`src/inc/gpiop_cfg.svh`:
```
// Register map, field positions and reset values of the general purpose port block.
// Definitions only; included by the package and by the port module.
`ifndef GPIOP_CFG_SVH
`define GPIOP_CFG_SVH

// Pin counts per port
`define GPIOP_NUM_A        6
`define GPIOP_NUM_B        6
`define GPIOP_NUM_C        8
`define GPIOP_NUM_I        2
`define GPIOP_NUM_PINS     22
`define GPIOP_NUM_WAKE     20
`define GPIOP_NUM_EVT      22
`define GPIOP_NUM_DBL      4

// Register spaces, byte address bits [9:8]
`define GPIOP_SP_COMMON    2'h0
`define GPIOP_SP_VIRTUAL   2'h1
`define GPIOP_SP_LOCAL     2'h2

// Common space indexes
`define GPIOP_IDX_PA_DIR   6'h04
`define GPIOP_IDX_PB_DIR   6'h05
`define GPIOP_IDX_PCI_DIR  6'h06
`define GPIOP_IDX_PA_DATA  6'h07
`define GPIOP_IDX_PB_DATA  6'h08
`define GPIOP_IDX_PCI_DATA 6'h09
`define GPIOP_IDX_PA_PULL  6'h15
`define GPIOP_IDX_PB_PULL  6'h1a
`define GPIOP_IDX_PC_PULL  6'h1b

// Virtual space indexes
`define GPIOP_IDX_PA_OD    6'h05
`define GPIOP_IDX_PA_PDS   6'h0d
`define GPIOP_IDX_PA_WEN   6'h10
`define GPIOP_IDX_PA_WEDGE 6'h13
`define GPIOP_IDX_PB_DBL   6'h16

// Local space indexes
`define GPIOP_IDX_IRQ_STAT 6'h00
`define GPIOP_IDX_IRQ_MASK 6'h01
`define GPIOP_IDX_TRIG     6'h02
`define GPIOP_IDX_ALT      6'h03

// Field positions
`define GPIOP_HI_LSB       8
`define GPIOP_PI_LSB       14
`define GPIOP_PIN_B1       7
`define GPIOP_PIN_B2       8
`define GPIOP_PIN_B3       9
`define GPIOP_PIN_C3       15
`define GPIOP_PIN_C6       18
`define GPIOP_PIN_C7       19
`define GPIOP_DBL_LSB      6
`define GPIOP_EVT_EXT0     20
`define GPIOP_EVT_EXT1     21

// Reset values
`define GPIOP_RST_CTRL     32'h0000_0000
`define GPIOP_RST_RDATA    32'h0000_0000

`endif

```
`src/inc/gpiop_pkg.sv`:
```
// Types shared by the general purpose port block and its bench.
// Assumes gpiop_cfg.svh is on the include path.
`include "gpiop_cfg.svh"

package gpiop_pkg;

  // One bit per pin; bit 0 is port A bit 0, bit 21 is port I bit 1
  typedef struct packed {
    logic [`GPIOP_NUM_I-1:0] port_i;
    logic [`GPIOP_NUM_C-1:0] port_c;
    logic [`GPIOP_NUM_B-1:0] port_b;
    logic [`GPIOP_NUM_A-1:0] port_a;
  } gpiop_pins_t;

  // Bus data phase states, Gray along idle, read wait, read done
  typedef enum logic [1:0] {
    GPIOP_BUS_IDLE    = 2'h0,
    GPIOP_BUS_RD_WAIT = 2'h1,
    GPIOP_BUS_RD_DONE = 2'h3,
    GPIOP_BUS_WR      = 2'h2
  } gpiop_bus_state_t;

endpackage : gpiop_pkg

```
`src/design/gpiop_port.sv`:
```
// General purpose port block: 22 pins, pulls, open drain, wake-up and
// external interrupt events, registers over an AHB-Lite slave.
// Assumes one clock, pad inputs synchronous to it, one slave on the bus.
//
// Functional notes
// - Twenty-two pins across ports A, B, C, I
// - Direction bit one drives, zero receives
// - Data read gives pins, write sets latch
// - Open drain on A, B, C drives low only
// - Pull register: pull-up high, pull-down low
// - Strength bit one picks weak pull-down
// - Weak pull-down turns off other pull-downs
// - Strong pull-down with high input selects it
// - Enabled pins on A, B, C raise wake
// - Edge bit one rising, zero falling
// - Port B bits zero to three: both edges
// - Two pin pairs act as external interrupts
// - Timer trigger selects force two pins input
// - Alternate functions override plain port use
`timescale 1ns/1ns
`include "gpiop_cfg.svh"

module gpiop_port (
  // Clock, reset, enable
  input  wire logic                   ref_clk_in,
  input  wire logic                   rst_n_in,
  input  wire logic                   clk_en_in,
  // AHB-Lite slave
  input  wire logic                   hsel_in,
  input  wire logic [31:0]            haddr_in,
  input  wire logic [1:0]             htrans_in,
  input  wire logic                   hwrite_in,
  input  wire logic [2:0]             hsize_in,
  input  wire logic [31:0]            hwdata_in,
  input  wire logic                   hready_in,
  output logic      [31:0]            hrdata_out,
  output logic                        hreadyout_out,
  output logic                        hresp_out,
  // Pads
  input  wire gpiop_pkg::gpiop_pins_t pad_in_in,
  output gpiop_pkg::gpiop_pins_t      pad_out_out,
  output gpiop_pkg::gpiop_pins_t      pad_oe_out,
  // Alternate functions
  input  wire gpiop_pkg::gpiop_pins_t alt_out_in,
  input  wire gpiop_pkg::gpiop_pins_t alt_oe_in,
  // Pull resistor controls, ports A, B, C
  output logic [`GPIOP_NUM_WAKE-1:0]  pull_up_en_out,
  output logic [`GPIOP_NUM_WAKE-1:0]  pd_strong_en_out,
  output logic [`GPIOP_NUM_WAKE-1:0]  pd_weak_en_out,
  output logic [`GPIOP_NUM_WAKE-1:0]  pd_keep_en_out,
  // Events
  output logic                        wake_out,
  output logic                        irq_out
);

  localparam int NP = `GPIOP_NUM_PINS;
  localparam int NW = `GPIOP_NUM_WAKE;

  function automatic logic [11:0] addr_of(input logic [1:0] sp, input logic [5:0] idx);
    addr_of = {2'h0, sp, idx, 2'h0};
  endfunction : addr_of

  ////////////////////////////////////////////////////////////////////////////////
  // Bus slave: writes commit with no wait, reads take one wait state so that
  // the read data leaves a flip-flop and a write just before is already seen.

  gpiop_pkg::gpiop_bus_state_t bus_reg, bus_next;
  logic [11:0] dp_addr_reg;
  logic [31:0] hrdata_reg;
  logic        hready_reg;
  logic [31:0] rd_data;

  wire acc    = hsel_in && htrans_in[1] && hready_in;
  wire wr_go  = (bus_reg == gpiop_pkg::GPIOP_BUS_WR);
  wire rd_cap = (bus_reg == gpiop_pkg::GPIOP_BUS_RD_WAIT);

  always_comb begin
    bus_next = bus_reg;
    unique case (bus_reg)
      gpiop_pkg::GPIOP_BUS_RD_WAIT: bus_next = gpiop_pkg::GPIOP_BUS_RD_DONE;
      gpiop_pkg::GPIOP_BUS_IDLE,
      gpiop_pkg::GPIOP_BUS_RD_DONE,
      gpiop_pkg::GPIOP_BUS_WR: begin
        if (!acc)
          bus_next = gpiop_pkg::GPIOP_BUS_IDLE;
        else if (hwrite_in)
          bus_next = gpiop_pkg::GPIOP_BUS_WR;
        else
          bus_next = gpiop_pkg::GPIOP_BUS_RD_WAIT;
      end
    endcase
  end

  always_ff @(posedge ref_clk_in or negedge rst_n_in) begin
    if (!rst_n_in) begin
      bus_reg     <= gpiop_pkg::GPIOP_BUS_IDLE;
      dp_addr_reg <= 12'h000;
      hrdata_reg  <= `GPIOP_RST_RDATA;
      hready_reg  <= 1'b1;
    end else if (clk_en_in) begin
      bus_reg    <= bus_next;
      hready_reg <= (bus_next != gpiop_pkg::GPIOP_BUS_RD_WAIT);
      if (acc)
        dp_addr_reg <= haddr_in[11:0];
      if (rd_cap)
        hrdata_reg <= rd_data;
    end
  end

  assign hrdata_out    = hrdata_reg;
  assign hreadyout_out = hready_reg;
  assign hresp_out     = 1'b0;

  ////////////////////////////////////////////////////////////////////////////////
  // Pin sampling; only the second and third stages are looked at

  logic [NP-1:0] s1_reg, s2_reg, prev_reg;
  wire  [NP-1:0] pad_in_vec = pad_in_in;

  always_ff @(posedge ref_clk_in or negedge rst_n_in) begin
    if (!rst_n_in) begin
      s1_reg   <= '0;
      s2_reg   <= '0;
      prev_reg <= '0;
    end else if (clk_en_in) begin
      s1_reg   <= pad_in_vec;
      s2_reg   <= s1_reg;
      prev_reg <= s2_reg;
    end
  end

  ////////////////////////////////////////////////////////////////////////////////
  // Per-port control registers, ports A, B, C

  logic [NP-1:0]      dir_vec, out_vec;
  logic [NW-1:0]      od_vec, pds_vec, wen_vec, wedge_vec, pu_vec, pd_vec;
  logic [2:0][31:0]   rd_port;
  logic [1:0]         pi_dir_reg, pi_out_reg;

  for (genvar p = 0; p < 3; p++) begin : g_port
    localparam int LSB = (p == 0) ? 0 : ((p == 1) ? `GPIOP_NUM_A : `GPIOP_NUM_A + `GPIOP_NUM_B);
    localparam int W   = (p == 2) ? `GPIOP_NUM_C : `GPIOP_NUM_A;
    localparam logic [5:0] PULL_IDX = (p == 0) ? `GPIOP_IDX_PA_PULL :
                                      ((p == 1) ? `GPIOP_IDX_PB_PULL : `GPIOP_IDX_PC_PULL);
    logic [W-1:0] dir_reg, out_reg, od_reg, pds_reg, wen_reg, wedge_reg, pu_reg, pd_reg;

    wire [5:0] off       = 6'(p);
    wire       sel_dir   = dp_addr_reg == addr_of(`GPIOP_SP_COMMON, `GPIOP_IDX_PA_DIR + off);
    wire       sel_dat   = dp_addr_reg == addr_of(`GPIOP_SP_COMMON, `GPIOP_IDX_PA_DATA + off);
    wire       sel_pull  = dp_addr_reg == addr_of(`GPIOP_SP_COMMON, PULL_IDX);
    wire       sel_od    = dp_addr_reg == addr_of(`GPIOP_SP_VIRTUAL, `GPIOP_IDX_PA_OD + off);
    wire       sel_pds   = dp_addr_reg == addr_of(`GPIOP_SP_VIRTUAL, `GPIOP_IDX_PA_PDS + off);
    wire       sel_wen   = dp_addr_reg == addr_of(`GPIOP_SP_VIRTUAL, `GPIOP_IDX_PA_WEN + off);
    wire       sel_wedge = dp_addr_reg == addr_of(`GPIOP_SP_VIRTUAL, `GPIOP_IDX_PA_WEDGE + off);
    wire [1:0] hi_dir    = (p == 2) ? pi_dir_reg : 2'h0;
    wire [1:0] hi_pin    = (p == 2) ? s2_reg[NP-1 -: 2] : 2'h0;

    always_ff @(posedge ref_clk_in or negedge rst_n_in) begin
      if (!rst_n_in) begin
        dir_reg   <= '0;
        out_reg   <= '0;
        od_reg    <= '0;
        pds_reg   <= '0;
        wen_reg   <= '0;
        wedge_reg <= '0;
        pu_reg    <= '0;
        pd_reg    <= '0;
      end else if (clk_en_in) begin
        if (wr_go && sel_dir)
          dir_reg <= hwdata_in[W-1:0];
        if (wr_go && sel_dat)
          out_reg <= hwdata_in[W-1:0];
        if (wr_go && sel_od)
          od_reg <= hwdata_in[W-1:0];
        if (wr_go && sel_pds)
          pds_reg <= hwdata_in[W-1:0];
        if (wr_go && sel_wen)
          wen_reg <= hwdata_in[W-1:0];
        if (wr_go && sel_wedge)
          wedge_reg <= hwdata_in[W-1:0];
        if (wr_go && sel_pull) begin
          pu_reg <= hwdata_in[`GPIOP_HI_LSB +: W];
          pd_reg <= hwdata_in[W-1:0];
        end
      end
    end

    assign dir_vec[LSB +: W]   = dir_reg;
    assign out_vec[LSB +: W]   = out_reg;
    assign od_vec[LSB +: W]    = od_reg;
    assign pds_vec[LSB +: W]   = pds_reg;
    assign wen_vec[LSB +: W]   = wen_reg;
    assign wedge_vec[LSB +: W] = wedge_reg;
    assign pu_vec[LSB +: W]    = pu_reg;
    assign pd_vec[LSB +: W]    = pd_reg;

    // Strength, wake enable and wake edge are write-only and read as zero
    assign rd_port[p] = ({32{sel_dir}}  & {16'h0000, hi_dir, 6'h00, 8'(dir_reg)}) |
                        ({32{sel_dat}}  & {16'h0000, hi_pin, 6'h00, 8'(s2_reg[LSB +: W])}) |
                        ({32{sel_od}}   & {24'h00_0000, 8'(od_reg)}) |
                        ({32{sel_pull}} & {16'h0000, 8'(pu_reg), 8'(pd_reg)});
  end

  ////////////////////////////////////////////////////////////////////////////////
  // Port I, double edge, local registers

  logic [`GPIOP_NUM_DBL-1:0] dbl_reg;
  logic [1:0]                trig_reg;
  logic [NP-1:0]             alt_reg, mask_reg, status_reg;

  wire sel_pci_dir  = dp_addr_reg == addr_of(`GPIOP_SP_COMMON, `GPIOP_IDX_PCI_DIR);
  wire sel_pci_data = dp_addr_reg == addr_of(`GPIOP_SP_COMMON, `GPIOP_IDX_PCI_DATA);
  wire sel_dbl      = dp_addr_reg == addr_of(`GPIOP_SP_VIRTUAL, `GPIOP_IDX_PB_DBL);
  wire sel_stat     = dp_addr_reg == addr_of(`GPIOP_SP_LOCAL, `GPIOP_IDX_IRQ_STAT);
  wire sel_mask     = dp_addr_reg == addr_of(`GPIOP_SP_LOCAL, `GPIOP_IDX_IRQ_MASK);
  wire sel_trig     = dp_addr_reg == addr_of(`GPIOP_SP_LOCAL, `GPIOP_IDX_TRIG);
  wire sel_alt      = dp_addr_reg == addr_of(`GPIOP_SP_LOCAL, `GPIOP_IDX_ALT);

  always_ff @(posedge ref_clk_in or negedge rst_n_in) begin
    if (!rst_n_in) begin
      pi_dir_reg <= 2'h0;
      pi_out_reg <= 2'h0;
      dbl_reg    <= 4'h0;
      trig_reg   <= 2'h0;
      alt_reg    <= NP'(`GPIOP_RST_CTRL);
      mask_reg   <= NP'(`GPIOP_RST_CTRL);
    end else if (clk_en_in) begin
      if (wr_go && sel_pci_dir)
        pi_dir_reg <= hwdata_in[`GPIOP_PI_LSB +: 2];
      if (wr_go && sel_pci_data)
        pi_out_reg <= hwdata_in[`GPIOP_PI_LSB +: 2];
      if (wr_go && sel_dbl)
        dbl_reg <= hwdata_in[`GPIOP_NUM_DBL-1:0];
      if (wr_go && sel_trig)
        trig_reg <= hwdata_in[1:0];
      if (wr_go && sel_alt)
        alt_reg <= hwdata_in[NP-1:0];
      if (wr_go && sel_mask)
        mask_reg <= hwdata_in[NP-1:0];
    end
  end

  assign dir_vec[NP-1 -: 2] = pi_dir_reg;
  assign out_vec[NP-1 -: 2] = pi_out_reg;

  assign rd_data = rd_port[0] | rd_port[1] | rd_port[2] |
                   ({32{sel_stat}} & 32'(status_reg)) |
                   ({32{sel_mask}} & 32'(mask_reg)) |
                   ({32{sel_trig}} & 32'(trig_reg)) |
                   ({32{sel_alt}}  & 32'(alt_reg));

  ////////////////////////////////////////////////////////////////////////////////
  // Pad drive: alternate function first, then forced input, then open drain

  logic [NP-1:0] force_in, dir_eff, od_full, pad_out_reg, pad_oe_reg;

  always_comb begin
    force_in = '0;
    force_in[`GPIOP_PIN_B2] = trig_reg[0];
    force_in[`GPIOP_PIN_C7] = trig_reg[1];
  end

  assign dir_eff = dir_vec & ~force_in;
  assign od_full = {2'h0, od_vec};

  // An open-drain pin drives low only while its latch is zero
  wire [NP-1:0] gp_out = out_vec & ~od_full;
  wire [NP-1:0] gp_oe  = dir_eff & ~(od_full & out_vec);
  wire [NP-1:0] alt_o  = alt_out_in;
  wire [NP-1:0] alt_e  = alt_oe_in;

  // Pull-down paths: weak one excludes the strong one and the keeper
  wire [NW-1:0] pd_weak   = pd_vec & pds_vec;
  wire [NW-1:0] pd_strong = pd_vec & ~pds_vec & s2_reg[NW-1:0];
  wire [NW-1:0] pd_keep   = pd_vec & ~pds_vec & ~s2_reg[NW-1:0];

  logic [NW-1:0] pu_reg_o, pd_strong_reg, pd_weak_reg, pd_keep_reg;

  always_ff @(posedge ref_clk_in or negedge rst_n_in) begin
    if (!rst_n_in) begin
      pad_out_reg   <= '0;
      pad_oe_reg    <= '0;
      pu_reg_o      <= '0;
      pd_strong_reg <= '0;
      pd_weak_reg   <= '0;
      pd_keep_reg   <= '0;
    end else if (clk_en_in) begin
      pad_out_reg   <= (alt_reg & alt_o) | (~alt_reg & gp_out);
      pad_oe_reg    <= (alt_reg & alt_e) | (~alt_reg & gp_oe);
      pu_reg_o      <= pu_vec;
      pd_strong_reg <= pd_strong;
      pd_weak_reg   <= pd_weak;
      pd_keep_reg   <= pd_keep;
    end
  end

  assign pad_out_out      = pad_out_reg;
  assign pad_oe_out       = pad_oe_reg;
  assign pull_up_en_out   = pu_reg_o;
  assign pd_strong_en_out = pd_strong_reg;
  assign pd_weak_en_out   = pd_weak_reg;
  assign pd_keep_en_out   = pd_keep_reg;

  ////////////////////////////////////////////////////////////////////////////////
  // Wake and interrupt events; status is sticky and cleared by its read

  wire [NW-1:0] rise = s2_reg[NW-1:0] & ~prev_reg[NW-1:0];
  wire [NW-1:0] fall = ~s2_reg[NW-1:0] & prev_reg[NW-1:0];
  logic [NW-1:0] dbl_vec;

  always_comb begin
    dbl_vec = '0;
    dbl_vec[`GPIOP_DBL_LSB +: `GPIOP_NUM_DBL] = dbl_reg;
  end

  wire [NW-1:0] edge_sel = (wedge_vec & rise) | (~wedge_vec & fall);
  wire [NW-1:0] wake_hit = wen_vec & ((dbl_vec & (rise | fall)) | (~dbl_vec & edge_sel));
  wire ext0 = rise[`GPIOP_PIN_B3] | rise[`GPIOP_PIN_C6];
  wire ext1 = rise[`GPIOP_PIN_C3] | rise[`GPIOP_PIN_B1];
  wire [NP-1:0] evt   = {ext1, ext0, wake_hit};
  wire [NP-1:0] clr   = {NP{rd_cap && sel_stat}};
  logic wake_reg, irq_reg;

  always_ff @(posedge ref_clk_in or negedge rst_n_in) begin
    if (!rst_n_in) begin
      status_reg <= '0;
      wake_reg   <= 1'b0;
      irq_reg    <= 1'b0;
    end else if (clk_en_in) begin
      status_reg <= (status_reg & ~clr) | evt; // Set wins over a clearing read
      wake_reg   <= |wake_hit;
      irq_reg    <= |(status_reg & mask_reg);
    end
  end

  assign wake_out = wake_reg;
  assign irq_out  = irq_reg;

  // hsize is not decoded: only whole-word transfers are expected
  wire unused_ok = &{1'b0, hsize_in, haddr_in[31:12]};
endmodule : gpiop_port

```
`config.mk`:
```
export PLATFORM = sky130hd
export DESIGN_NAME = gpiop_port
export DESIGN_NICKNAME = d
export VERILOG_FILES = /design/src/inc/gpiop_pkg.sv /design/src/design/gpiop_port.sv
export VERILOG_INCLUDE_DIRS = /design/src /design/src/inc
export SDC_FILE = /design/constraint.sdc
export NUM_CORES = 1
export LEC_CHECK = 0
export BUFFER_PORTS_ARGS = -buffer_cell sky130_fd_sc_hd__buf_2
export CAP_MARGIN = 20
export CORE_AREA = 2 2 228 230
export DETAILED_ROUTE_END_ITERATION = 7
export DIE_AREA = 0 0 230 232
export PLACE_DENSITY = 0.63
export SYNTH_ARGS = -nofsm -noshare
export SYNTH_HDL_FRONTEND = slang
export SYNTH_SLANG_ARGS = --single-unit
```
`constraint.sdc`:
```
create_clock -name ref_clk_in -period 2.1 [get_ports ref_clk_in]
set_input_delay 0.105 -clock ref_clk_in [delete_from_list [all_inputs] [get_ports ref_clk_in]]
set_output_delay 0.105 -clock ref_clk_in [all_outputs]
set_load 0.1 [all_outputs]
```
### Word-level counts from Yosys, hierarchy flattened

Cells that the tools add are included.

| storage, ports and cells | value |
|---|---|
| flip-flop bits (word level) | 473 |
| input bits | 141 |
| logic and storage cells | 208 |

| cells by class | value |
|---|---|
| eq/ne operators | 30 |
| muxes and demuxes | 3 |
| bitwise operators | 70 |
| reductions and logical operators | 59 |

Operator list:

| cell | count |
|---|---|
| 32-bit OR | 15 |
| 20-bit AND | 10 |
| 22-bit AND | 9 |
| 32-bit by 6-bit AND with 32-bit output | 6 |
| 12-bit by 9-bit == test with 1-bit output, second input constant | 13 |
| 32-bit by 16-bit AND with 32-bit output | 3 |
| 32-bit by 22-bit AND with 32-bit output | 3 |
| 20-bit NOT | 4 |
| 22-bit NOT | 3 |
| 22-bit OR | 3 |
| 32-bit by 14-bit AND with 32-bit output | 2 |
| 20-bit OR | 3 |
| 2-bit AND reduction | 27 |
| 12-bit by 10-bit == test with 1-bit output, second input constant | 4 |
| 12-bit by 5-bit == test with 1-bit output, second input constant | 4 |
| 20-bit NOT with 22-bit output | 2 |
| 12-bit by 7-bit == test with 1-bit output, second input constant | 3 |
| 32-bit by 2-bit AND with 32-bit output | 1 |
| 32-bit by 8-bit AND with 32-bit output | 1 |
| 1-bit logical AND | 28 |
| 12-bit by 6-bit == test with 1-bit output, second input constant | 2 |
| 20-bit by 22-bit AND with 22-bit output | 1 |
| 22-bit OR reduction | 1 |
| 10-bit by 20-bit AND with 20-bit output | 1 |
| other kinds (10) | 13 |

### Longest topological paths before layout

Gate-level depths: netlist of run 1.

| depth | value |
|---|---|
| depth in word-level cells | 11 |
| depth in mapped cells | 8 |

### Worst setup path after synthesis of run 1

Ideal clock, no wire load.

| timing path | value |
|---|---|
| kind | flip-flop to flip-flop |
| start | register dp_addr_reg[5] |
| end | register mask_reg[10] |
| arrival | 2.044 ns |
| slack | -0.068 ns |
| stages on the path, launching flop included | 9 |
| path buffers | 4 |
| cells stage by stage | dfrtp_1 > clkbuf_1 > nor4_1 > and3_1 > clkbuf_1 > and3_1 > buf_2 > buf_4 > mux2_2 |

| between the ends | value |
|---|---|
| longest elaborated chain between the ends | 3 |

RTL lines:

| element | RTL line | text |
|---|---|---|
| start, declared | gpiop_port.sv:68 | `logic [11:0] dp_addr_reg;` |
| start signal, assigned | gpiop_port.sv:104 | `dp_addr_reg <= haddr_in[11:0];` |
| 12-bit by 10-bit == test with 1-bit output | gpiop_port.sv:215 | `` wire sel_mask = dp_addr_reg == addr_of(`GPIOP_SP_LOCAL, `GPIOP_IDX_IRQ_MASK); `` |
| 1-bit logical AND | gpiop_port.sv:238 | `if (wr_go && sel_mask)` |
| 2-bit AND reduction (no line) | - |  |
| end signal, assigned | gpiop_port.sv:226 | `` mask_reg <= NP'(`GPIOP_RST_CTRL); `` |
| end signal, assigned | gpiop_port.sv:239 | `mask_reg <= hwdata_in[NP-1:0];` |
| end, declared | gpiop_port.sv:209 | `logic [NP-1:0] alt_reg, mask_reg, status_reg;` |

Every way passes these cells.
A chain may end at the register's enable or synchronous reset.

### Final worst setup path of run 1

| timing path | value |
|---|---|
| start | register dp_addr_reg[8] |
| end | register g_port[2].pu_reg[3] |

| between the ends | value |
|---|---|
| longest elaborated chain between the ends | 3 |

RTL lines:

| element | RTL line | text |
|---|---|---|
| 12-bit by 7-bit == test with 1-bit output | gpiop_port.sv:150 | `` wire sel_pull = dp_addr_reg == addr_of(`GPIOP_SP_COMMON, PULL_IDX); `` |
| 1-bit logical AND | gpiop_port.sv:181 | `if (wr_go && sel_pull) begin` |
| 2-bit AND reduction (no line) | - |  |
| end signal, assigned | gpiop_port.sv:182 | `` pu_reg <= hwdata_in[`GPIOP_HI_LSB +: W]; `` |
| end, declared | gpiop_port.sv:145 | `logic [W-1:0] dir_reg, out_reg, od_reg, pds_reg, wen_reg, wedge_reg, pu_reg, pd_reg;` |

Every way passes these cells.

==> flow_summary.toml, run 1 <==
[run_status]
outcome = "complete, no violations"

[layout]
multiInputGateArea_um2 = 8077
final_cells = 2790
layout_common_cells = "dfrtp_1, mux2_2, buf_2"
regArea_um2 = 11590
areaGrowthSynthToFinish_pct = 26.48
fill_cells = 4592
final_nets = 2220
final_core_utilization = 0.5017
drive_gt1_frac = 0.3684
final_common_cell = "dfrtp_1"

[power_and_ir_drop]
p_leak_uw = 0.01230
switchingPower_uw = 6924
peakVddDrop_mv = 0.4939
power.density_nw_per_um2 = 883.7
sw_frac_of_total = 0.3069
pwr-share-clk = 0.389
p_int_uw = 15640
p_seq_frac = 0.437
p_comb_frac = 0.174

[setup_path]
start_kind = "register"
r2r_end = "g_port[2].pu_reg[3]"
slowest_stage = "or4_4"
r2r_setup_slack_ps = 60
r2r-start = "dp_addr_reg[8]"
cp.arrival_ps = 2500
crit_required_ps = 2550
critPathCaptureType = "register"
cp_max_fo = 7
critical_path.max_stage_delay_ps = 460
timing.critical_path.buf_inv = 2
reg2regPathDepth = 6
crit_family = "simple AND/OR/NAND/NOR gates"
path_class = "reg -> reg"
crit_chain = "buf_4, nor4_4, nand3b_1, or4_4, buf_12, mux2_4"

[detailed_routing]
drc = 0
drtIter0Drc = 1139
drt_wl_total_mm = 64.16
num_vias = 15029
firstDrtPassIters = 5
drtAntennaViolNets = 0
wire_per_inst_um = 23.00
viasPerCell = 5.387

[place]
pre_cts_ws_ps = -98.06
dp_cells = 2601
numPortBuffers = 255
hpwlAfterDp_mm = 46.28
globalplace.congestion = 0.9141

[floorplanning]
fp-row-count = 83
boundaryPins = 301
initial_core_util = 0.3967
core-area_um2 = 50890
die_area_um2 = 53360
die_h_um = 232
die_w_um = 230

[yosys]
synth_edf_count = 0
synth_cell_types = 59
synth_top_area_cell = "dfrtp_1"
synth_seq_area_share = 0.5740
yosys-top-cells-area = "dfrtp_1, mux2_2, a21oi_1"
async_flop_share = 1.000
syn_area_um2 = 20190
synth_cells = 1654
synth_top_area_frac = 0.5727
ys.flop_type = "dfrtp_1"
ys_warn_count = 0
postSynthAreaPerCell_um2 = 12.20
yosys_register_bits = 463

[sta]
worst_pin_slew_ps = 705.8
drv_slew = 0
hold_viol_final = 0
timing.final.crit_period_ps = 2044
finalCritPeriodShare = 0.9733
max_freq_mhz = 489.3
setup-violations-final = 0
clock_skew_ps = 21.03
fin_setup_tns_ps = 0
slew_headroom = 0.5295
setup_slack_ps = 56.06

[clock_network]
cts_buffers = 49
cts.reportedPaths.clkPinSlew_ps = 60
clock_latency_ps = 590
cts_buffer_depth = 3
cts_root_buffer = "clkbuf_16"
htree_levels = 2
tritoncts = "yes"
cts.sinks = 463

[job]
cap_violations = 0

[grt]
grt_pass1_vias = 15310
grt_max_degree = 92
overflow = 0
grtUsageTotal = 0.2391
grt_pass1_wl_mm = 95.92
antenna_found_initial = 4

[worst_hold_path]
hp-class = "in -> async"
==> synthesized netlist by cell type, types with 8 or more instances <==
library cell  count
o31ai_1          38
nor3_1            9
mux2i_1          16
o21ai_0          64
nand3_1          35
inv_1            48
a22oi_1          30
clkbuf_1         62
nand4_1          13
a21oi_1         100
nor3b_1          20
nand2b_1         35
nor2_1           85
a221oi_1         16
o2bb2ai_1        28
buf_1            13
and3_1           11
a22o_1           26
nand2_1         121
nand4b_1         12
buf_2             9
mux2_2          304
ha_1              8
mux2_4           10
buf_4            13
dfrtp_1         462
==> stage by stage <==
| step | instance area (µm²) | power [µW] | hold slack, ps |
|---|---|---|---|
| detailed placement | 22830 | 13710 | 53.13 |
| floorplan | 20240 | 12320 | -190.6 |
| finish | 25530 | 22560 | 40.20 |
| global route | 25530 | 23350 | 59.71 |
| CTS | 25460 | 22650 | 35.06 |
| global placement | 22830 | 13650 | 59.91 |
==> cell families after synthesis <==
| family | share of synthesized area |
|---|---|
| adders and majority gates | 0.004959 |
| DFF | 0.5740 |
| and+or+nand+nor | 0.09446 |
| AOI/OAI and AO/OA | 0.1074 |
| buffers and inverters | 0.03068 |
| other | 0.0001858 |
| muxes | 0.1883 |
==> power by group through the flow <==
stage,clock network (µW),logic [µW],registers [µW]
finish,8780,3930,9850
global route,9310,4130,9900
CTS,8950,3870,9830
detailed placement,0,3710,9990
global placement,0,3680,9970
floorplan,0,1230,11100
==> worst max path at each step <==
stage	start	end	cells after the start
detailed placement	dp_addr_reg[8]	hrdata_out[9]	8
global placement	dp_addr_reg[8]	hrdata_out[11]	8
CTS	dp_addr_reg[8]	hrdata_out[9]	7
finish	dp_addr_reg[8]	g_port[2].pu_reg[3]	6
global route	dp_addr_reg[8]	g_port[2].pu_reg[3]	6
floorplan	dp_addr_reg[8]	g_port[2].pd_reg[4]	6
==> worst reg2reg max path, stage by stage, from the launching register on <==
cell and delay (ps):
dfrtp_1 380, buf_4 160, nor4_4 310, nand3b_1 130
or4_4 460, buf_12 170, mux2_4 310
==> metal layers <==
| metal | share of wire | GRT usage | wire, µm |
|---|---|---|---|
| met3 | 0.056 | 0.03892 | 3581 |
| met2 | 0.47 | 0.3888 | 30320 |
| met5 | 0 | 0 | 0 |
| met1 | 0.44 | 0.3223 | 28090 |
| met4 | 0.034 | 0.08952 | 2174 |
==> cell type report <==
type | instances | area share
inverter | 49 | 0.007204
clock buffer | 68 | 0.05484
antenna | 1 | 0.00009801
sequential | 463 | 0.4539
multi-input combinational | 1054 | 0.3163
timing repair buffer | 454 | 0.1256
tap | 680 | 0.03332
clock inverter | 21 | 0.008674
==> what timing repair did <==
item,CTS,global route
hold endpoints to repair,614,0
pin swaps,1,1
gates resized for setup,10,10
buffers inserted,0,1
setup endpoints to repair,31,71
hold buffers,97,0
cloned,0,1
(Power assumes the default switching activity.)
==> run 2, diff against run 1 <==
--- a/config.mk
+++ b/config.mk
@@ -8,10 +8,12 @@
 export LEC_CHECK = 0
 export BUFFER_PORTS_ARGS = -buffer_cell sky130_fd_sc_hd__buf_2
 export CAP_MARGIN = 20
+export CELL_PAD_IN_SITES_DETAIL_PLACEMENT = 1
+export CELL_PAD_IN_SITES_GLOBAL_PLACEMENT = 1
 export CORE_AREA = 2 2 228 230
 export DETAILED_ROUTE_END_ITERATION = 7
 export DIE_AREA = 0 0 230 232
-export PLACE_DENSITY = 0.63
+export PLACE_DENSITY = 0.75
 export SYNTH_ARGS = -nofsm -noshare
 export SYNTH_HDL_FRONTEND = slang
 export SYNTH_SLANG_ARGS = --single-unit
==> run 2 against run 1 <==
Compared with the run above: die area stayed put; critical path depth is 2 higher; utilization is 0.70 points higher; first-iteration DRC count is 0.70% lower; worst setup slack better by 5.6 ps; cell count is 0.72% higher; cell area is 1.4% higher; non-clock buffer count is 18 higher; combinational power is 2% higher; register-to-register slack hardly changed; sequential power is 0.8% higher.
==> flow_summary.toml, run 2 (same netlist as run 1, synthesis figures left out) <==
[sta]
max_freq_mhz = 490.6
worst_pin_slew_ps = 872.2
setup-violations-final = 0
setup_slack_ps = 61.71
hold_viol_final = 0
slew_headroom = 0.4185
drv_slew = 0
rsz0062_at_grt = "true"
timing.final.crit_period_ps = 2038
finalCritPeriodShare = 0.9706
clock_skew_ps = 32.57

[floorplanning]
fp-row-count = 83
die_area_um2 = 53360
die_h_um = 232
die_w_um = 230
boundaryPins = 301
core-area_um2 = 50890
initial_core_util = 0.3967

[setup_path]
critical_path.max_stage_delay_ps = 490
critPathCaptureType = "register"
crit_path_start = "dp_addr_reg[1]"
path_class = "reg -> reg"
cp_common_cell = "buf_4"
crit_chain = "nor2_2, buf_4, nand2_1, buf_4, nor3_1, nand2_1, buf_4, mux2_2"
slowest_stage = "dfrtp_2"
cp_max_fo = 7
crit_family = "simple AND/OR/NAND/NOR gates"
start_kind = "register"
timing.critical_path.buf_inv = 3
cp.arrival_ps = 2530
crit_required_ps = 2590
r2r-start = "dp_addr_reg[1]"

[run_status]
outcome = "complete, no violations"

[layout]
final_nets = 2240
drive_gt1_frac = 0.3798
fill_cells = 5351
antenna_cells = 0
layout_common_cells = "dfrtp_1, mux2_2, buf_2"
final_common_cell = "dfrtp_1"
final_core_utilization = 0.5088
areaGrowthSynthToFinish_pct = 28.24

[place]
numPortBuffers = 255
pre_cts_ws_ps = -128.9
globalplace.congestion = 0.9117
hpwlAfterDp_mm = 49.42

[detailed_routing]
wire_per_inst_um = 25.45
drtIter0Drc = 1131
drtAntennaViolNets = 0
num_vias = 15664
firstDrtPassIters = 5
drt_wl_total_mm = 71.51
viasPerCell = 5.574
drc = 0

[grt]
grtUsageTotal = 0.2683
overflow = 0
antenna_found_initial = 5
grt_pass1_wl_mm = 107.6
grt_pass1_vias = 17082
grt_max_degree = 187

[power_and_ir_drop]
total_power_uw = 23460
p_leak_uw = 0.01250
power.density_nw_per_um2 = 906.3
peakVddDrop_mv = 0.5236

[clock_network]
cts_buffers = 51
cts_root_buffer = "clkbuf_16"
htree_levels = 2
clock_latency_ps = 610
tritoncts = "yes"
cts.sinks = 463
cts.reportedPaths.clkPinSlew_ps = 60
cts_buffer_depth = 3

[job]
cap_violations = 0

[worst_hold_path]
hp-start = "hwdata_in[6]"
hp-class = "in -> reg"
-- run 2: final timing paths --
kind | to | slack [ps] | depth (start not counted)
worst max-delay path | g_port[1].pu_reg[2] | 60 | 8
worst min-delay path | alt_reg[6] | 40 | 2
worst max register to register | g_port[1].pu_reg[2] | 60 | 8
worst min register to register | s2_reg[8] | 480 | 2
max in group asynchronous | pad_out_out[21] | 560 | 4
min in group asynchronous | alt_reg[10] | 510 | 3
-- run 2: through the flow --
stage	std cells	hold slack, ps	TNS (ps)	area, µm²
detailed placement	2616	14.27	-1354	22970
global route	2810	45.08	-23.91	25890
finish	2810	35.23	0	25890
CTS	2807	25.48	0	25790
floorplan	1664	-190.6	-248.1	20240
global placement	2616	26.39	-784.5	22970
-- run 2: power by group --
| group | internal, µW | switching (µW) |
|---|---|---|
| logic | 1150 | 2870 |
| clock network | 5710 | 3800 |
| registers | 9380 | 557 |
| total | 16200 | 7230 |
-- run 2: worst register-to-register path, stage by stage (launching register included) --
cell and delay, ps:
dfrtp_2 490, nor2_2 190, buf_4 180, nand2_1 90, buf_4 160, nor3_1 130, nand2_1 170, buf_4 220
mux2_2 290
-- run 2: final cells by class --
class,instances,area (µm²),area share
Tap cell,680,850.8,0.03286
Clock inverter,25,327.8,0.01266
Sequential cell,463,11590,0.4478
Inverter,49,183.9,0.007105
Timing Repair Buffer,472,3367,0.1301
Clock buffer,67,1448,0.05592
Multi-Input combinational cell,1054,8118,0.3136
-- run 2: metal layers --
layer / part of all wire / track usage / vias to the layer above
met5: 0.00043 / 0 / -
met4: 0.044 / 0.1181 / 4
met3: 0.062 / 0.05734 / 148
met2: 0.48 / 0.4443 / 526
met1: 0.41 / 0.3392 / 8127
li1: - / - / 6859
-- run 2: timing repair --
| action | in CTS | in global routing |
|---|---|---|
| pin swaps | 0 | 5 |
| gates resized for setup | 13 | 20 |
| setup buffers | 1 | 3 |
| hold buffers | 98 | 0 |
| hold endpoints to repair | 487 | 0 |
| endpoints found under the setup margin | 34 | 131 |
==> run 3, diff against run 2 <==
--- a/config.mk
+++ b/config.mk
@@ -13,7 +13,7 @@
 export CORE_AREA = 2 2 228 230
 export DETAILED_ROUTE_END_ITERATION = 7
 export DIE_AREA = 0 0 230 232
-export PLACE_DENSITY = 0.75
+export PLACE_DENSITY = 0.73
 export SYNTH_ARGS = -nofsm -noshare
 export SYNTH_HDL_FRONTEND = slang
 export SYNTH_SLANG_ARGS = --single-unit
==> constraint.sdc (replaced) <==
create_clock -name ref_clk_in -period 1.95 [get_ports ref_clk_in]
set_input_delay 0.0975 -clock ref_clk_in [delete_from_list [all_inputs] [get_ports ref_clk_in]]
set_output_delay 0.0975 -clock ref_clk_in [all_outputs]
set_load 0.1 [all_outputs]
==> run 3 against run 2 <==
Compared with the run above: sequential share of layout area shrank 2.2 points; the flow now finishes with violations (setup timing); register-to-register slack got worse by 200 ps; largest power group unchanged; highest routed layer unchanged; non-clock buffer count rose by 67.
==> flow_summary.toml, run 3 (same netlist as run 1, synthesis figures left out) <==
[grt]
use_met1 = 0.3583
antenna_found_initial = 5
grtUsageTotal = 0.2749
grt_pass1_vias = 17609
grt_pass1_wl_mm = 110.4
overflow = 0
use_met2 = 0.4529
busiest_layer = "met2"
grtUsageMet3 = 0.04985
grt_max_degree = 114

[setup_path]
crit_required_ps = 2460
critPathCaptureType = "register"
cp_common_cell = "buf_4"
cp_max_fo = 14
r2r_end = "hrdata_out[1]"
critical_path.max_stage_delay_ps = 390
start_kind = "register"
slowest_stage = "dfrtp_1"
cp.arrival_ps = 2600
timing.critical_path.buf_inv = 5
r2r-start = "dp_addr_reg[6]"
crit_family = "buffers and inverters"
crit_chain = "buf_6, nor4_4, buf_4, buf_4, nand4_1, buf_6, buf_4, o22ai_2, a21oi_1, a21oi_1"
reg2regPathDepth = 10
r2r_setup_slack_ps = -140
path_class = "reg -> reg"

[layout]
drive_gt1_frac = 0.4306
final_nets = 2305
multiInputGateArea_um2 = 8757
layout_common_cells = "dfrtp_1, mux2_2, buf_2"
areaGrowthSynthToFinish_pct = 34.85
final_common_cell = "dfrtp_1"
final_cells = 2871
fill_cells = 5285
regArea_um2 = 11600

[detailed_routing]
viasPerCell = 5.611
num_vias = 16110
drt_wl_total_mm = 75.38
drc = 0
wire_per_inst_um = 26.25
drtAntennaViolNets = 0
firstDrtPassIters = 5
drtIter0Drc = 1321

[clock_network]
cts_root_buffer = "clkbuf_16"
cts_buffer_depth = 3
cts.sinks = 463
clock_latency_ps = 610
htree_levels = 2
tritoncts = "yes"
cts.reportedPaths.clkPinSlew_ps = 70
cts_buffers = 49

[job]
cap_violations = 0

[floorplanning]
die_h_um = 232
die_area_um2 = 53360
core-area_um2 = 50890
fp-row-count = 83
die_w_um = 230
boundaryPins = 301
initial_core_util = 0.3967

[sta]
slew_headroom = 0.4757
worst_pin_slew_ps = 786.4
hold_viol_final = 0
rsz0062_at_grt = "true"
drv_slew = 0
clock_skew_ps = 34.27
hold_ws_ps = 12.68
timing.final.crit_period_ps = 2089
setup_slack_ps = -138.6
setup-violations-final = 169
max_freq_mhz = 478.8
finalCritPeriodShare = 1.071

[place]
numPortBuffers = 255
globalplace.congestion = 0.8959
hpwlAfterDp_mm = 51.09
dp_cells = 2644

[power_and_ir_drop]
power.density_nw_per_um2 = 932.1
peakVddDrop_mv = 0.6558
p_leak_uw = 0.01305

[run_status]
outcome = "finished, violations left"
violations = "setup timing"

[worst_hold_path]
hp-class = "in -> async"
## run 3: changes by cell type in the layout (fill, tap and decap cells not counted), moves of 10 or more
| cell | previous run | this run |
|---|---|---|
| and3_4 | 0 | 10 |
| buf_4 | 100 | 121 |
| buf_6 | 4 | 37 |
| mux2_2 | 304 | 280 |
| mux2_4 | 10 | 34 |
| nand2_1 | 119 | 109 |
| nand3_1 | 35 | 23 |
| o21ai_0 | 64 | 54 |
## run 3: where the power goes
part           internal [µW]  switching, µW
Combinational           1610           3390
Sequential             10100            591
Clock                   5770           3920
## run 3: how the worst max path moves through the flow
stage               startpoint                    to  cells past startpoint
2_1_floorplan   dp_addr_reg[8]   g_port[2].pd_reg[4]                      6
3_3_place_gp   dp_addr_reg[11]  g_port[2].pds_reg[1]                      4
3_5_place_dp    dp_addr_reg[9]  g_port[2].pds_reg[2]                      4
4_1_cts         dp_addr_reg[9]   g_port[2].pu_reg[4]                      6
5_1_grt         dp_addr_reg[6]         hrdata_out[1]                     10
6_report        dp_addr_reg[6]         hrdata_out[1]                     10
## run 3: area by class of cell
type | count | area share
Multi-Input combinational cell | 1054 | 0.3217
Timing Repair Buffer | 539 | 0.1538
Clock buffer | 71 | 0.05295
Tap cell | 680 | 0.03125
Inverter | 49 | 0.006756
Clock inverter | 14 | 0.007446
Sequential cell | 463 | 0.4260
Antenna cell | 1 | 0.00009192
## run 3: stage by stage
stage               power (µW)  worst slack [ps]  area (µm²)  utilization  TNS [ps]
detailed placement       15090            -247.8       23350       0.4589    -19560
floorplan                13320            -173.2       20420            -     -9022
finish                   25370            -138.6       27220       0.5350    -10170
global route             26160            -181.1       27220       0.5349    -20030
CTS                      25210            -99.83       26580       0.5224     -2646
global placement         14970            -192.1       23350       0.4589    -10160
## run 3: repair_timing
item,in CTS,in global routing
hold buffers,95,0
buffers inserted,26,16
endpoints found under the setup margin,215,249
pin swaps,14,51
hold endpoints to repair,468,0
gates resized for setup,89,93
gates cloned,2,7
## run 3: routing by layer
metal / vias to the layer above / share of wire
li1: 6971 / -
met1: 8400 / 0.41
met2: 587 / 0.48
met3: 150 / 0.059
met4: 2 / 0.043
met5: - / 0.00020
